==> src/verilog/dcr_pkg.sv <==
/*
 * shared constants and types for the dynamic core ratio divider.
 * assumes a single core clock domain; strap codes are 6-bit pll configuration codes.
 */
package dcr_pkg;

    // ------------------------------------------------------------
    // divide modes
    // ------------------------------------------------------------
    typedef enum logic [2:0] {
        DCR_FULL    = 3'b001,
        DCR_HALF    = 3'b010,
        DCR_QUARTER = 3'b100
    } dcr_mode_e;

    // ------------------------------------------------------------
    // strap and ratio codes (code bit 5 is the first code position)
    // ------------------------------------------------------------
    localparam logic [5:0] DCR_STRAP_24X     = 6'h1a;
    localparam logic [5:0] DCR_STRAP_28X     = 6'h3a;
    localparam logic [5:0] DCR_CODE_24_FULL  = 6'h1a;
    localparam logic [5:0] DCR_CODE_24_HALF  = 6'h2e;
    localparam logic [5:0] DCR_CODE_24_QUART = 6'h34;
    localparam logic [5:0] DCR_CODE_28_FULL  = 6'h3a;
    localparam logic [5:0] DCR_CODE_28_HALF  = 6'h32;
    localparam logic [5:0] DCR_CODE_28_QUART = 6'h08;

    // multipliers in quarter steps so n.25x and n.75x stay exact
    localparam logic [7:0] DCR_MULT_24_FULL  = 8'h60;
    localparam logic [7:0] DCR_MULT_24_HALF  = 8'h30;
    localparam logic [7:0] DCR_MULT_24_QUART = 8'h18;
    localparam logic [7:0] DCR_MULT_28_FULL  = 8'h70;
    localparam logic [7:0] DCR_MULT_28_HALF  = 8'h38;
    localparam logic [7:0] DCR_MULT_28_QUART = 8'h1c;
    localparam logic [7:0] DCR_MULT_UNKNOWN  = 8'h00;

    // ------------------------------------------------------------
    // control register field positions of the ratio code
    // ------------------------------------------------------------
    localparam int DCR_POS_C5 = 15;
    localparam int DCR_POS_C4 = 16;
    localparam int DCR_POS_C3 = 17;
    localparam int DCR_POS_C2 = 18;
    localparam int DCR_POS_C1 = 19;
    localparam int DCR_POS_C0 = 14;

    // ------------------------------------------------------------
    // reset values
    // ------------------------------------------------------------
    localparam logic [5:0]  DCR_RST_STRAP = 6'h00;
    localparam logic [5:0]  DCR_RST_CODE  = 6'h00;
    localparam logic [31:0] DCR_RST_CTRL  = 32'h0000_0000;
    localparam logic [1:0]  DCR_RST_PINS  = 2'h3;

    typedef struct packed {
        logic       ok;
        logic [5:0] code;
        logic [7:0] mult_q;
    } dcr_ratio_s;

endpackage : dcr_pkg

==> src/verilog/dcr_divider.sv <==
/*
 * dynamic core ratio divider: picks full, halved or quartered core-to-bus
 * multiplier from software select bits and two active-low board pins.
 * assumes straps are stable around reset release and the pins are
 * asynchronous to core_clk.
 */
// How it works
// - divide multiplier by two or four, no reset
// - half bit set with quarter bit clear, or half pin low, halves
// - clearing bit or releasing pin restores full
// - quarter bit set or quarter pin low quarters
// - software mode change lands on next clock edge, pin change on the third
// - one pin low overrides software bits
// - both pins low forces full, ignores software
// - allowed modes depend on captured strap ratio
// - unsupported request keeps present multiplier
// - unsupported from full stays at strap multiplier
// - unsupported quarter from half stays halved
// - ratio code always shows effective multiplier
// - 24x codes 011010, 101110, 110100
// - 28x codes 111010, 110010, 001000
// - code bits at 15,16,17,18,19,14
// - fractional ratios report nearest lower code
`timescale 1ns/10ps
module dcr_divider (
    input  wire logic                core_clk,
    input  wire logic                rst_b,
    input  wire logic [5:0]          strap_cfg,
    input  wire logic                half_speed_select_bit,
    input  wire logic                quarter_speed_select_bit,
    input  wire logic                half_speed_request_pin_n,
    input  wire logic                quarter_speed_request_pin_n,
    output logic [5:0]               effective_ratio_code_ff,
    output logic [31:0]              impl_control_reg_one_ff,
    output dcr_pkg::dcr_mode_e       mode_ff,
    output logic [7:0]               mult_q_ff,
    output logic                     scaling_disabled_ff
);
    import dcr_pkg::*;

    // ------------------------------------------------------------
    // ratio table
    // ------------------------------------------------------------
    // unknown straps allow only full speed; code mirrors the strap
    function automatic dcr_ratio_s dcr_lookup(input logic [5:0] strap, input dcr_mode_e mode);
        dcr_ratio_s r;
        r = '{ok: 1'b0, code: strap, mult_q: DCR_MULT_UNKNOWN};
        if (strap == DCR_STRAP_24X) begin
            case (mode)
                DCR_HALF:    r = '{ok: 1'b1, code: DCR_CODE_24_HALF, mult_q: DCR_MULT_24_HALF};
                DCR_QUARTER: r = '{ok: 1'b1, code: DCR_CODE_24_QUART, mult_q: DCR_MULT_24_QUART};
                default:     r = '{ok: 1'b1, code: DCR_CODE_24_FULL, mult_q: DCR_MULT_24_FULL};
            endcase
        end else if (strap == DCR_STRAP_28X) begin
            case (mode)
                DCR_HALF:    r = '{ok: 1'b1, code: DCR_CODE_28_HALF, mult_q: DCR_MULT_28_HALF};
                DCR_QUARTER: r = '{ok: 1'b1, code: DCR_CODE_28_QUART, mult_q: DCR_MULT_28_QUART};
                default:     r = '{ok: 1'b1, code: DCR_CODE_28_FULL, mult_q: DCR_MULT_28_FULL};
            endcase
        end else if (mode == DCR_FULL) begin
            r.ok = 1'b1;
        end
        // code is a table entry, so fractional ratios keep exact mult_q
        // while the code is the lower valid one
        return r;
    endfunction : dcr_lookup

    // ------------------------------------------------------------
    // pin synchroniser and strap capture
    // ------------------------------------------------------------
    logic [1:0] pin_meta_ff;
    logic [1:0] pin_sync_ff;
    logic [1:0] nxt_pin_meta;
    logic [1:0] nxt_pin_sync;
    logic [5:0] strap_ff;
    logic [5:0] nxt_strap;
    logic       captured_ff;
    logic       nxt_captured;

    always_comb begin
        nxt_pin_meta = {half_speed_request_pin_n, quarter_speed_request_pin_n};
        nxt_pin_sync = pin_meta_ff;
        nxt_strap    = captured_ff ? strap_ff : strap_cfg;
        nxt_captured = 1'b1;
    end

    always_ff @(posedge core_clk or negedge rst_b) begin
        if (!rst_b) begin
            pin_meta_ff <= DCR_RST_PINS;
            pin_sync_ff <= DCR_RST_PINS;
            strap_ff    <= DCR_RST_STRAP;
            captured_ff <= 1'b0;
        end else begin
            pin_meta_ff <= nxt_pin_meta;
            pin_sync_ff <= nxt_pin_sync;
            strap_ff    <= nxt_strap;
            captured_ff <= nxt_captured;
        end
    end

    // ------------------------------------------------------------
    // mode selection
    // ------------------------------------------------------------
    logic        half_pin_low;
    logic        quart_pin_low;
    logic [5:0]  cfg;
    dcr_mode_e   req_mode;
    logic        req_dis;
    dcr_ratio_s  req_ent;
    dcr_ratio_s  out_ent;
    dcr_mode_e   nxt_mode;
    logic        nxt_dis;
    logic [5:0]  nxt_code;
    logic [31:0] nxt_ctrl;
    logic [7:0]  nxt_mult;

    assign half_pin_low  = ~pin_sync_ff[1];
    assign quart_pin_low = ~pin_sync_ff[0];

    always_comb begin
        cfg      = captured_ff ? strap_ff : strap_cfg;
        req_dis  = 1'b0;
        req_mode = DCR_FULL;
        if (half_pin_low && quart_pin_low) begin
            req_dis  = 1'b1;
            req_mode = DCR_FULL;
        end else if (half_pin_low) begin
            req_mode = DCR_HALF;
        end else if (quart_pin_low) begin
            req_mode = DCR_QUARTER;
        end else if (quarter_speed_select_bit) begin
            req_mode = DCR_QUARTER;
        end else if (half_speed_select_bit) begin
            req_mode = DCR_HALF;
        end else begin
            req_mode = DCR_FULL;
        end
        req_ent = dcr_lookup(cfg, req_mode);
        // refused requests hold the present mode
        nxt_mode = req_ent.ok ? req_mode : mode_ff;
        nxt_dis  = req_dis;
        out_ent  = dcr_lookup(cfg, nxt_mode);
        nxt_code = out_ent.code;
        nxt_mult = out_ent.mult_q;
        nxt_ctrl = DCR_RST_CTRL;
        nxt_ctrl[DCR_POS_C5] = nxt_code[5];
        nxt_ctrl[DCR_POS_C4] = nxt_code[4];
        nxt_ctrl[DCR_POS_C3] = nxt_code[3];
        nxt_ctrl[DCR_POS_C2] = nxt_code[2];
        nxt_ctrl[DCR_POS_C1] = nxt_code[1];
        nxt_ctrl[DCR_POS_C0] = nxt_code[0];
    end

    // full speed from reset; strap is read directly on the first edge
    always_ff @(posedge core_clk or negedge rst_b) begin
        if (!rst_b) begin
            mode_ff                 <= DCR_FULL;
            scaling_disabled_ff     <= 1'b0;
            effective_ratio_code_ff <= DCR_RST_CODE;
            impl_control_reg_one_ff <= DCR_RST_CTRL;
            mult_q_ff               <= DCR_MULT_UNKNOWN;
        end else begin
            mode_ff                 <= nxt_mode;
            scaling_disabled_ff     <= nxt_dis;
            effective_ratio_code_ff <= nxt_code;
            impl_control_reg_one_ff <= nxt_ctrl;
            mult_q_ff               <= nxt_mult;
        end
    end

    // ------------------------------------------------------------
    // assertions
    // ------------------------------------------------------------
    property p_both_pins_full;
        @(posedge core_clk) disable iff (!rst_b)
        (half_pin_low && quart_pin_low) |=> (mode_ff == DCR_FULL) && scaling_disabled_ff;
    endproperty
    a_both_pins_full: assert property (p_both_pins_full) else $error("both pins low did not force full");

    property p_half_pin;
        @(posedge core_clk) disable iff (!rst_b)
        (half_pin_low && !quart_pin_low && dcr_lookup(cfg, DCR_HALF).ok) |=> mode_ff == DCR_HALF;
    endproperty
    a_half_pin: assert property (p_half_pin) else $error("half pin not followed");

    property p_quart_pin;
        @(posedge core_clk) disable iff (!rst_b)
        (quart_pin_low && !half_pin_low && dcr_lookup(cfg, DCR_QUARTER).ok) |=> mode_ff == DCR_QUARTER;
    endproperty
    a_quart_pin: assert property (p_quart_pin) else $error("quarter pin not followed");

    property p_sw_half;
        @(posedge core_clk) disable iff (!rst_b)
        (!half_pin_low && !quart_pin_low && half_speed_select_bit && !quarter_speed_select_bit
         && dcr_lookup(cfg, DCR_HALF).ok) |=> mode_ff == DCR_HALF;
    endproperty
    a_sw_half: assert property (p_sw_half) else $error("half select bit not followed");

    property p_release_full;
        @(posedge core_clk) disable iff (!rst_b)
        (!half_pin_low && !quart_pin_low && !half_speed_select_bit && !quarter_speed_select_bit)
        |=> mode_ff == DCR_FULL;
    endproperty
    a_release_full: assert property (p_release_full) else $error("did not return to full");

    property p_refused_holds;
        @(posedge core_clk) disable iff (!rst_b)
        !req_ent.ok |=> mode_ff == $past(mode_ff);
    endproperty
    a_refused_holds: assert property (p_refused_holds) else $error("unsupported request changed mode");

    property p_pin_sync_delay;
        @(posedge core_clk) disable iff (!rst_b)
        (!half_speed_request_pin_n && !quarter_speed_request_pin_n) [*3] |=> scaling_disabled_ff;
    endproperty
    a_pin_sync_delay: assert property (p_pin_sync_delay) else $error("pins not seen after sync");

    property p_code_24_half;
        @(posedge core_clk) disable iff (!rst_b)
        (captured_ff && strap_ff == DCR_STRAP_24X && mode_ff == DCR_HALF)
        |-> effective_ratio_code_ff == DCR_CODE_24_HALF;
    endproperty
    a_code_24_half: assert property (p_code_24_half) else $error("wrong 24x halved code");

    property p_code_28_quart;
        @(posedge core_clk) disable iff (!rst_b)
        (captured_ff && strap_ff == DCR_STRAP_28X && mode_ff == DCR_QUARTER)
        |-> effective_ratio_code_ff == DCR_CODE_28_QUART;
    endproperty
    a_code_28_quart: assert property (p_code_28_quart) else $error("wrong 28x quartered code");

    property p_field_layout;
        @(posedge core_clk) disable iff (!rst_b)
        impl_control_reg_one_ff[19:14] == {effective_ratio_code_ff[1], effective_ratio_code_ff[2],
            effective_ratio_code_ff[3], effective_ratio_code_ff[4], effective_ratio_code_ff[5],
            effective_ratio_code_ff[0]};
    endproperty
    a_field_layout: assert property (p_field_layout) else $error("ratio code field misplaced");

    property p_code_tracks_mode;
        @(posedge core_clk) disable iff (!rst_b)
        captured_ff |=> effective_ratio_code_ff == dcr_lookup($past(cfg), mode_ff).code;
    endproperty
    a_code_tracks_mode: assert property (p_code_tracks_mode) else $error("code does not match mode");

    c_half_to_quart: cover property (@(posedge core_clk) disable iff (!rst_b)
        mode_ff == DCR_HALF ##1 mode_ff == DCR_QUARTER);
    c_refused: cover property (@(posedge core_clk) disable iff (!rst_b)
        !req_ent.ok && mode_ff == DCR_FULL);
    c_disabled: cover property (@(posedge core_clk) disable iff (!rst_b)
        scaling_disabled_ff && quarter_speed_select_bit);

endmodule : dcr_divider

==> config.mk <==
export PLATFORM = sky130hd
export DESIGN_NAME = dcr_divider
export DESIGN_NICKNAME = d
export VERILOG_FILES = /design/src/verilog/dcr_pkg.sv /design/src/verilog/dcr_divider.sv
export SDC_FILE = /design/constraint.sdc
export NUM_CORES = 1
export LEC_CHECK = 0
export ABC_CLOCK_PERIOD_IN_PS = 3400
export BUFFER_PORTS_ARGS = -buffer_cell sky130_fd_sc_hd__buf_2
export CORE_UTILIZATION = 50
export CTS_BUF_LIST = sky130_fd_sc_hd__clkbuf_4
export CTS_CLUSTER_DIAMETER = 50
export CTS_CLUSTER_SIZE = 8
export DETAILED_ROUTE_END_ITERATION = 8
export PLACE_DENSITY = 0.95
export SYNTH_ARGS = -nofsm -noshare
export SYNTH_HDL_FRONTEND = slang
export SYNTH_SLANG_ARGS = --single-unit
==> constraint.sdc <==
create_clock -name core_clk -period 3.4 [get_ports core_clk]
set_input_delay 0.68 -clock core_clk [delete_from_list [all_inputs] [get_ports core_clk]]
set_output_delay 0.68 -clock core_clk [all_outputs]
set_load 0.05 [all_outputs]
======== Word level (Yosys, flattened, before mapping) ========
Index checks and enable logic that the tools add are counted.
operators by class
  equality and inequality tests ........... 7
  muxes and demuxes ....................... 18
  bitwise gates (word level) .............. 2
  reduce and logical (&&, ||, !) cells .... 1
operators by type and width
  operator              count
  $pmux W14 S2          4
  $mux W14              3
  $mux W15              1
  $mux W3               5
  $eq A3 B2 Y1 const B  2
  $eq A3 B3 Y1 const B  2
  $eq A6 B5 Y1 const B  1
  $eq A6 B6 Y1 const B  1
  $mux W6               1
  $eq A3 B1 Y1 const B  1
  $mux W1               3
  $mux W2               1
  $not A1 Y1            2
  $logic_and A1 B1 Y1   1
word-level totals
  register bits ........................... 35
  input bits .............................. 12
  output and inout bits ................... 50
  word-level logic and storage cells ...... 37

======== Longest topological paths before layout ========
Gate-level depths: netlist of the first run.
  word-level depth ........................ 14
  depth in mapped cells ................... 6
  depth with buffers taken out ............ 4

======== Least setup slack after synthesis of the first run ========
OpenSTA, ideal clock, no wires.
  path kind ............................... input -> register
  start point ............................. input strap_cfg[4]
  end point ............................... register mode_ff[2]
  library setup time ...................... 0.120 ns
  arrival time ............................ 1.492 ns
  required time ........................... 3.280 ns
  slack ................................... 1.788 ns
  stages .................................. 4
  buffers on the path ..................... 1
  cell sequence ........................... nor4bb_1 > o22ai_2 > buf_6 > a31o_2
between the ends
  word-level cells in the longest chain between the ends .. 5
ends and longest elaborated chain
  what                  RTL line            source
  from (decl)           dcr_divider.sv:28   input wire logic [5:0] strap_cfg,
  $mux W6 (*)           dcr_divider.sv:121  cfg = captured_ff ? strap_ff : strap_cfg;
  $eq A6 B6 Y1          dcr_divider.sv:54   end else if (strap == DCR_STRAP_28X) begin
  $mux W1               dcr_divider.sv:54
  $mux W15 (*)          dcr_divider.sv:48   if (strap == DCR_STRAP_24X) begin
  $mux W3 (*)           dcr_divider.sv:140  nxt_mode = req_ent.ok ? req_mode : mode_ff;
  via nxt_mode[2]       dcr_divider.sv:111  dcr_mode_e nxt_mode;
  to (signal assigned)  dcr_divider.sv:163  mode_ff <= nxt_mode;
  to (decl)             dcr_divider.sv:35   output dcr_pkg::dcr_mode_e mode_ff,
The timed path passes the listed nets; every way through them passes the cells marked *.

==> impl_metrics.csv, run 1 <==
group,metric,value,unit
global_route,grt_use_total,15.19,%
clocking,numCtsBuffers,3,
synthesis,synth_area,1315,sq um
sta,hold_viol,0,
clocking,clkSinkCount,26,
cells_and_area,antennaDiodeCount,0,
detailed_routing,wl_per_cell,11.41,um
min_path,holdCritPathClass,"input pin to asynchronous set/reset pin",
clocking,cts_hold_buf,0,
sta,max_freq,540.4,MHz
sta,post-route-period-util,54.42,%
critical_path,end_kind,"register",
critical_path,cp_max_fo,13,
detailed_routing,ant_nets,0,
global_route,grt_pass1_wl,2.932,mm
clocking,cts.clk_slew.worst_paths,0.13,ns
synthesis,yosysWarnings,0,
die,coreArea,2477,sq um
power_and_ir_drop,power.density,506.8,nW/um^2
critical_path,critical_path_class,"register to register",
critical_path,worstRegToRegCells,4,
die,die_w,53.29,um
placed_design,port_buffers,32,
critical_path,start_kind,"register",
power_and_ir_drop,ir_drop,268.5,uV
critical_path,timing.rr.start,"captured_ff",
synthesis,ys_seq_area_share,49.95,%
power_and_ir_drop,p_leak,0.0007167,uW
die,die_area,2839,sq um
synthesis,avgSynthCellArea,11.64,sq um
detailed_routing,vias_per_cell,4.438,
placed_design,dpl_cell_area,1328,sq um
critical_path,rr_endpoint,"effective_ratio_code_ff[2]",
clocking,htreeDepth,1,
critical_path,cp.required,3.62,ns
clocking,cts_root_buf,"clkbuf_4",
detailed_routing,drt-initial-drc-count,7,
synthesis,syn_inst,113,
sta,tightest_slew,0.5963,ns
sta,rsz0062_at_grt,"false",
synthesis,synth-seq-cells,26,
outcome,outcome,"complete, no violations",
critical_path,crit_arrival,2.07,ns
critical_path,crit_path_top_delay_cell,"dfrtp_1",
die,start_util,53.08,%
critical_path,worstPathCellList,"and4b_1 > o22ai_2 > nor3_1 > or2_2",
cells_and_area,drive_gt1_share,39.57,%
die,io_pins,62,
sta,skew,0.007712,ns
clocking,clk_latency,0.32,ns
global_route,grt_max_degree,27,
placed_design,hpwl,1.505,mm
cells_and_area,syn_to_final_growth,2.950,%
sta,max_slew_margin,60.25,%
detailed_routing,routed_wl,1.928,mm
sta,setup_violations,0,
clocking,post-cts-setup-buffers,0,
cells_and_area,stdcell_area,1354,sq um
synthesis,yosysUniqueCellTypes,31,
cells_and_area,nFillCells,221,
detailed_routing,first_pass_iters,4,
die,fp.dieH,53.29,um
detailed_routing,num_vias,750,
critical_path,rrSetupSlack,1.55,ns
sta,drv_slew,0,
run,cap_violations,0,
global_route,antenna_found_initial,0,
clocking,tritoncts,"done",
sta,tns,0,ns
clocking,clockBufferDepth,2,
die,rows,18,
placed_design,gp_congestion,0.7672,
detailed_routing,post-route-drc-count,0,
clocking,cts.repair.resized,0,
sta,min_period,1.850,ns
global_route,overflow,0,
cells_and_area,nets,152,
critical_path,cpPeakStageDelay,0.55,ns
global_route,grt_pass1_vias,642,
final cells by class:
cell class / count / area (sq um) / area share, %
flip-flops and latches: 26 / 656.9 / 48.52
multi-input cells: 76 / 469.2 / 34.66
repair buffers: 32 / 160.2 / 11.83
well taps: 30 / 37.54 / 2.773
clock buffers: 3 / 22.52 / 1.664
clock inverters: 1 / 3.754 / 0.2773
inverters: 1 / 3.754 / 0.2773
layout by cell type (no fill, tap or decap), drive strengths merged, types with 3 or more instances in the layout:
master   n
buf     32
dfrtp   21
a21oi    5
dfstp    5
mux2     6
clkbuf   3
nor2     6
nand2    3
o21ai    3
conb    30
how the worst max path moves through the flow:
stage	start	endpoint	cells past startpoint
floorplan	strap_cfg[4]	mode_ff[2]	4
global placement	strap_cfg[4]	effective_ratio_code_ff[2]	5
detailed placement	strap_cfg[4]	effective_ratio_code_ff[2]	5
CTS	captured_ff	effective_ratio_code_ff[2]	4
global route	captured_ff	effective_ratio_code_ff[2]	4
finish	captured_ff	effective_ratio_code_ff[2]	4
per-stage QoR:
stage                     hold slack [ns]  setup slack [ns]  power, uW  utilization (%)  instances
after global routing               0.3376             1.428      725.1            54.65        169
after detailed placement           0.3508             1.425      564.9            53.59        165
after global placement             0.3461             1.480      560.0            53.59        165
final                              0.3204             1.550      686.1            54.65        169
after CTS                          0.3328             1.536      694.0            54.65        169
after floorplan                    0.3452             1.788      563.1                -        141
worst max-delay path, delay by kind of cell (launching register included):
family          cells  cell delay (ns)
flops               1             0.55
simple gates        3             0.68
compound gates      1             0.51
power by group:
part | internal [uW] | leakage [uW] | switching (uW)
clock | 43.1 | 0.0000154 | 84.6
sequential | 333 | 0.000314 | 13.5
combinational | 39.9 | 0.000387 | 172
total | 416 | 0.000717 | 270
cells in the mapped netlist, drive strengths merged:
| library cell | count | area [sq um] |
|---|---|---|
| dfrtp | 21 | 525.5 |
| buf | 38 | 290.3 |
| a21oi | 5 | 28.78 |
| and4b | 1 | 10.01 |
| nand2 | 3 | 11.26 |
| nor4bb | 1 | 10.01 |
| and3b | 2 | 17.52 |
| o22ai | 1 | 12.51 |
| nor2b | 2 | 12.51 |
| a21boi | 2 | 22.52 |
| or2 | 1 | 6.260 |
| dfstp | 5 | 131.4 |
| a21o | 1 | 7.510 |
| nor2 | 6 | 25.03 |
| a31o | 1 | 8.760 |
| mux2i | 1 | 22.52 |
| mux2 | 6 | 67.56 |
| nand2b | 1 | 6.260 |
| conb | 2 | 7.510 |
| nand3b | 1 | 20.02 |
| o21bai | 1 | 7.510 |
| o21a | 2 | 15.01 |
| inv | 1 | 3.750 |
| nor3b | 2 | 15.01 |
| nand3 | 1 | 5.000 |
| nor3 | 2 | 10.01 |
| o21ai | 3 | 15.01 |
routing by layer:
layer	wire length [um]	GRT usage, %	vias up
li1	-	-	360
met1	814	19.22	353
met2	978	23.33	34
met3	105	4.023	3
met4	30	8.333	0
met5	0	0	-
sequential cells by signal, summed over array words and instances (netlist names):
name / cells
effective_ratio_code_ff: 5
strap_ff: 6
scaling_disabled_ff: 1
impl_control_reg_one_ff: 1
mode_ff: 3
captured_ff: 1
mult_q_ff: 5
pin_sync_ff: 2
nxt_pin_sync: 2
logic make-up (layout without fill, tap and decap cells):
group	after synthesis	in the layout	share of synthesized area (%)
multiplexers	7	7	6.850
AND/OR/NAND/NOR	23	23	11.32
buffers and inverters	39	37	22.36
other	2	30	0.5711
flip-flops	26	26	49.95
AO/OA/AOI/OAI	16	16	8.944
Power figures use the tool's default switching activity.
==> inputs of run 2 (changes only) <==
--- a/config.mk
+++ b/config.mk
@@ -5,14 +5,14 @@
 export SDC_FILE = /design/constraint.sdc
 export NUM_CORES = 1
 export LEC_CHECK = 0
-export ABC_CLOCK_PERIOD_IN_PS = 3400
+export ABC_CLOCK_PERIOD_IN_PS = 1900
 export BUFFER_PORTS_ARGS = -buffer_cell sky130_fd_sc_hd__buf_2
-export CORE_UTILIZATION = 50
+export CORE_UTILIZATION = 48
 export CTS_BUF_LIST = sky130_fd_sc_hd__clkbuf_4
 export CTS_CLUSTER_DIAMETER = 50
 export CTS_CLUSTER_SIZE = 8
 export DETAILED_ROUTE_END_ITERATION = 8
-export PLACE_DENSITY = 0.95
+export PLACE_DENSITY = 0.92
 export SYNTH_ARGS = -nofsm -noshare
 export SYNTH_HDL_FRONTEND = slang
 export SYNTH_SLANG_ARGS = --single-unit
==> constraint.sdc (replaced) <==
create_clock -name core_clk -period 1.9 [get_ports core_clk]
set_input_delay 0.38 -clock core_clk [delete_from_list [all_inputs] [get_ports core_clk]]
set_output_delay 0.38 -clock core_clk [all_outputs]
set_load 0.05 [all_outputs]
==> run 2 against run 1 <==
Cell count rose by 1.2%. Final area is 1.1% higher. Critical path depth up 1. Clock skew fell by 0.0051 ns. Total power grew 80%. Clock power grew 81%. Utilization is 0.38 points lower. Non-clock buffer count rose by 2. Maximum frequency grew 12%. Via count increased by 3.3%. Sequential share of layout area fell by 0.53 points. Critical endpoint is now mode_ff[1]. Largest power group unchanged. Highest routed layer unchanged.
==> impl_metrics.csv, run 2 (synthesis gave the netlist of run 1 again) <==
group,metric,value,unit
cells_and_area,largest_registers,"strap_ff x6, effective_ratio_code_ff x5, mult_q_ff x5",
min_path,holdCritPathClass,"input pin to asynchronous set/reset pin",
cells_and_area,final_common_cell,"buf_2",
detailed_routing,ant_nets,0,
detailed_routing,routed_wl,1.979,mm
clocking,numCtsBuffers,3,
global_route,grt_pass1_vias,708,
die,coreArea,2522,sq um
cells_and_area,nets,154,
sta,drv_slew,0,
clocking,clockBufferDepth,2,
global_route,antenna_found_initial,0,
outcome,outcome,"complete, no violations",
die,start_util,52.13,%
global_route,grt_max_degree,27,
global_route,grt_use_total,15.55,%
sta,post-route-period-util,87.16,%
cells_and_area,mostFrequentLayoutCells,"32 x buf_2, 30 x conb_1, 21 x dfrtp_1",
sta,fin_hold_ws,0.03392,ns
die,die_area,2953,sq um
sta,setup_violations,0,
clocking,cts_hold_buf,0,
critical_path,start_kind,"register",
cells_and_area,antennaDiodeCount,0,
clocking,clkSinkCount,26,
clocking,post-cts-setup-buffers,0,
clocking,clk_latency,0.31,ns
critical_path,critical_path_class,"register to register",
critical_path,crit_arrival,1.88,ns
sta,min_period,1.656,ns
global_route,grt_pass1_wl,3.160,mm
critical_path,cpPeakStageDelay,0.49,ns
critical_path,end_kind,"register",
sta,tns,0,ns
die,die_w,54.34,um
die,fp.dieH,54.34,um
placed_design,dpl_cell_area,1343,sq um
placed_design,port_buffers,32,
power_and_ir_drop,power.density,900.5,nW/um^2
cells_and_area,regMostFlops,"strap_ff",
detailed_routing,wl_per_cell,11.57,um
placed_design,hpwl,1.562,mm
cells_and_area,stdcell_area,1369,sq um
die,rows,18,
critical_path,crit_path_top_delay_cell,"dfrtp_1",
run,cap_violations,0,
global_route,overflow,0,
clocking,tritoncts,"done",
clocking,cts.repair.resized,0,
critical_path,cp_max_fo,10,
detailed_routing,drt-initial-drc-count,8,
sta,skew,0.002628,ns
sta,max_freq,603.8,MHz
power_and_ir_drop,p_leak,0.0007257,uW
sta,rsz0062_at_grt,"false",
clocking,htreeDepth,1,
critical_path,worstPathCellList,"and4b_1 > o22ai_2 > buf_4 > nor2b_1 > a21oi_2",
cells_and_area,nFillCells,231,
cells_and_area,largest_reg_flops,6,
clocking,cts_root_buf,"clkbuf_4",
placed_design,gp_congestion,0.8237,
sta,tightest_slew,0.5615,ns
cells_and_area,drive_gt1_share,40.43,%
detailed_routing,num_vias,775,
sta,max_slew_margin,62.57,%
detailed_routing,post-route-drc-count,0,
clocking,cts.clk_slew.worst_paths,0.13,ns
sta,hold_viol,0,
detailed_routing,vias_per_cell,4.532,
die,io_pins,62,
critical_path,cp.required,2.12,ns
power_and_ir_drop,ir_drop,634.0,uV
critical_path,rrSetupSlack,0.24,ns
cells_and_area,syn_to_final_growth,4.091,%
detailed_routing,first_pass_iters,4,
[run 2: cell types whose count changed in the layout (fill, tap and decap cells not counted)]
cell | previous run | this run
buf_4 | 0 | 2
[run 2: worst max-delay path, delay by kind of cell (launching register included)]
family / cells / cell delay, ns
and+or+nand+nor: 2 / 0.41
buffers and inverters: 1 / 0.22
AOI/OAI and AO/OA: 2 / 0.44
DFF: 1 / 0.49
[run 2: final cells by class]
type	count	area (sq um)	share of cell area, %
sequential	26	656.9	47.99
multi-input combinational	76	469.2	34.28
timing repair buffer	34	175.2	12.80
tap	30	37.54	2.742
clock buffer	3	22.52	1.645
clock inverter	1	3.754	0.2742
inverter	1	3.754	0.2742
[run 2: through the flow]
stage | utilization [%] | setup WS [ns] | total power (uW) | cells
after floorplan | - | 0.4552 | 1008 | 141
after global placement | 53.22 | 0.3345 | 1006 | 167
after detailed placement | 53.22 | 0.2748 | 1012 | 167
after CTS | 54.27 | 0.2435 | 1242 | 171
after global routing | 54.27 | 0.09743 | 1300 | 171
final | 54.27 | 0.2439 | 1233 | 171
[run 2: routing by layer]
layer	track usage, %	routed length (um)	vias to the layer above
li1	-	-	364
met1	20.04	797	362
met2	26.22	1011	46
met3	2.778	145	3
met4	5.128	23	0
met5	0	0	-
[run 2: final timing paths]
kind | to | depth (start not counted) | start
max in group asynchronous | nxt_pin_sync[1] | 1 | rst_b
setup / recovery | mode_ff[1] | 5 | captured_ff
min in group core_clk | nxt_pin_sync[1] | 1 | half_speed_request_pin_n
setup reg to reg | mode_ff[1] | 5 | captured_ff
hold / removal | scaling_disabled_ff | 1 | rst_b
hold reg to reg | pin_sync_ff[1] | 0 | nxt_pin_sync[1]
[run 2: where the power goes]
group	switching, uW	internal [uW]	total [uW]
clock network	155	76.9	232
logic	310	73.4	383
registers	21.8	595	617
total	487	746	1230
==> inputs of run 3 (changes only) <==
--- a/config.mk
+++ b/config.mk
@@ -5,6 +5,7 @@
 export SDC_FILE = /design/constraint.sdc
 export NUM_CORES = 1
 export LEC_CHECK = 0
+export ABC_AREA = 1
 export ABC_CLOCK_PERIOD_IN_PS = 1900
 export BUFFER_PORTS_ARGS = -buffer_cell sky130_fd_sc_hd__buf_2
 export CORE_UTILIZATION = 48
@@ -12,7 +13,8 @@
 export CTS_CLUSTER_DIAMETER = 50
 export CTS_CLUSTER_SIZE = 8
 export DETAILED_ROUTE_END_ITERATION = 8
-export PLACE_DENSITY = 0.92
+export MAX_ROUTING_LAYER = met4
+export PLACE_DENSITY = 0.91
 export SYNTH_ARGS = -nofsm -noshare
 export SYNTH_HDL_FRONTEND = slang
 export SYNTH_SLANG_ARGS = --single-unit
==> run 3 against run 2 <==
Critical path depth rose by 4. Via count rose by 16%. Global-route usage fell by 0.84 points. Clock skew rose by 0.0049 ns. Register-to-register slack got worse by 0.08 ns. Critical endpoint is now impl_control_reg_one_ff[15]. Cell count rose by 22%.
==> impl_metrics.csv, run 3 <==
group,metric,value,unit
cells_and_area,seq_area,658.1,sq um
global_route,grt_max_degree,27,
clocking,cts_hold_buf,0,
detailed_routing,post-route-drc-count,0,
sta,tightest_slew,0.5542,ns
die,io_pins,62,
placed_design,port_buffers,32,
synthesis,synth_ff_type,"dfrtp_1",
placed_design,hpwl,1.496,mm
global_route,grt_pass1_vias,809,
sta,drv_slew,0,
detailed_routing,wl_per_cell,9.148,um
synthesis,synth_top_area_share,37.80,%
sta,min_period,1.741,ns
cells_and_area,nFillCells,257,
sta,setup_violations,0,
sta,max_slew_margin,63.05,%
cells_and_area,drive_gt1_share,36.52,%
placed_design,dpl_cell_area,1416,sq um
min_path,holdCritPathClass,"input pin to asynchronous set/reset pin",
sta,rsz0062_at_grt,"false",
clocking,cts_root_buf,"clkbuf_4",
synthesis,yosysUniqueCellTypes,26,
detailed_routing,first_pass_iters,3,
clocking,tritoncts,"done",
global_route,grt_use_total,14.70,%
detailed_routing,vias_per_cell,4.301,
die,coreArea,2758,sq um
synthesis,async_flop_share,100.0,%
synthesis,yosysWarnings,0,
cells_and_area,nets,191,
die,start_util,50.41,%
cells_and_area,mostFrequentLayoutCells,"32 x buf_2, 30 x conb_1, 28 x nand2_1",
cells_and_area,largest_registers,"strap_ff x6, effective_ratio_code_ff x5, mult_q_ff x5",
clocking,cts.clk_slew.worst_paths,0.13,ns
critical_path,cp_max_fo,5,
clocking,clkSinkCount,26,
synthesis,avgSynthCellArea,9.267,sq um
sta,fin_hold_ws,0.02374,ns
die,rows,19,
detailed_routing,num_vias,899,
sta,hold_viol,0,
synthesis,synth_most_common_cell,"buf_4",
cells_and_area,final_common_cell,"buf_2",
synthesis,synth.top_cells.by_area,"dfrtp_1 38%, buf_4 19%, dfstp_2 9.5%",
critical_path,crit_arrival,1.96,ns
placed_design,gp_congestion,0.8132,
global_route,grt_pass1_wl,3.401,mm
synthesis,netlist_top_cells_count,"35 x buf_4, 28 x nand2_1, 21 x dfrtp_1",
global_route,overflow,0,
cells_and_area,multi_input_comb_area,491.7,sq um
clocking,clk_latency,0.32,ns
critical_path,end_kind,"register",
synthesis,synth_area,1390,sq um
synthesis,ys_seq_area_share,47.25,%
cells_and_area,fin_util,52.59,%
clocking,clockBufferDepth,2,
clocking,numCtsBuffers,3,
detailed_routing,drt-initial-drc-count,11,
detailed_routing,routed_wl,1.912,mm
synthesis,yosysTopAreaCell,"dfrtp_1",
critical_path,critical_path_class,"register to register",
power_and_ir_drop,power.density,841.6,nW/um^2
clocking,htreeDepth,1,
synthesis,syn_inst,150,
clocking,post-cts-setup-buffers,0,
cells_and_area,regMostFlops,"strap_ff",
cells_and_area,largest_reg_flops,6,
global_route,antenna_found_initial,0,
die,die_area,3115,sq um
critical_path,start_kind,"register",
power_and_ir_drop,ir_drop,562.8,uV
die,fp.dieH,55.82,um
sta,post-route-period-util,91.61,%
sta,skew,0.007576,ns
cells_and_area,syn_to_final_growth,4.320,%
cells_and_area,antennaDiodeCount,0,
detailed_routing,ant_nets,0,
run,cap_violations,0,
power_and_ir_drop,p_leak,0.0008409,uW
synthesis,synth-seq-cells,26,
die,die_w,55.82,um
cells_and_area,stdcell_area,1450,sq um
critical_path,cp.required,2.12,ns
sta,max_freq,574.5,MHz
sta,tns,0,ns
outcome,outcome,"complete, no violations",
power_and_ir_drop,finalPower,1220,uW
synthesis,synth_edf_count,0,
==> run 3: changes by cell type in the layout (fill, tap and decap cells not counted), sizes merged, moves of 2 or more <==
cell    before  now
inv          1   15
nor2b        2    0
nor2         6   10
a21boi       2    0
nand3        1    3
and3b        2    0
o21ai        3   10
nand2        3   39
nor3b        2    0
o21a         2    0
nor3         2    0
mux2         6    0
==> run 3: repair_timing <==
item,in CTS,in global routing
endpoints found under the setup margin,0,7
resized for setup,0,2
endpoints found under the hold margin,0,0
==> run 3: power breakdown <==
group,switching [uW],leakage [uW],total [uW],internal [uW]
sequential,14.4,0.000315,604,590
combinational,310,0.000507,368,58.0
clock,152,0.0000184,248,96.5
==> run 3: kinds of logic (layout without fill, tap and decap cells) <==
| family | Yosys count | count (layout) | synth area share, % |
|---|---|---|---|
| flip-flops | 26 | 26 | 47.25 |
| AO/OA/AOI/OAI | 15 | 15 | 7.021 |
| AND/OR/NAND/NOR | 55 | 55 | 20.07 |
| other | 2 | 30 | 0.5403 |
| buffers and inverters | 52 | 52 | 25.11 |
==> run 3: final timing paths <==
check / start / to / slack [ns] / cells past startpoint
worst max register to register: pin_sync_ff[0] / impl_control_reg_one_ff[15] / 0.16 / 9
worst max-delay path: pin_sync_ff[0] / impl_control_reg_one_ff[15] / 0.16 / 9
worst min-delay path: rst_b / strap_ff[1] / 0.02 / 1
min in group core_clk: quarter_speed_request_pin_n / nxt_pin_sync[0] / 0.15 / 1
max in group asynchronous: rst_b / captured_ff / 1.48 / 1
worst min register to register: nxt_pin_sync[1] / pin_sync_ff[1] / 0.36 / 0
==> run 3: metrics by stage <==
stage	instances	setup WS, ns
final	209	0.1594
after global routing	209	0.003910
after CTS	209	0.01901
after detailed placement	205	0.04251
after global placement	205	0.1241
after floorplan	178	0.2860
==> run 3: layout make-up <==
class	count	area share (%)
Tap cell	31	2.675
Inverter	15	4.400
Multi-Input combinational cell	100	33.91
Clock buffer	4	2.071
Timing Repair Buffer	33	11.56
Sequential cell	26	45.38
==> run 3: worst max-delay path, cell delays in order, from the launching register on <==
cell,delay (ns)
dfstp_2,0.56
inv_1,0.03
o21ai_0,0.28
nand2_1,0.18
nand3_1,0.14
nand2_2,0.10
nand2_1,0.10
nand2_1,0.09
nand3_2,0.10
nand2_1,0.06
==> run 3: layer usage <==
metal	GRT usage [%]	part of all wire [%]
met5	-	0
met1	18.24	44
met3	3.023	5.7
met2	23.06	48
met4	7.317	2.5
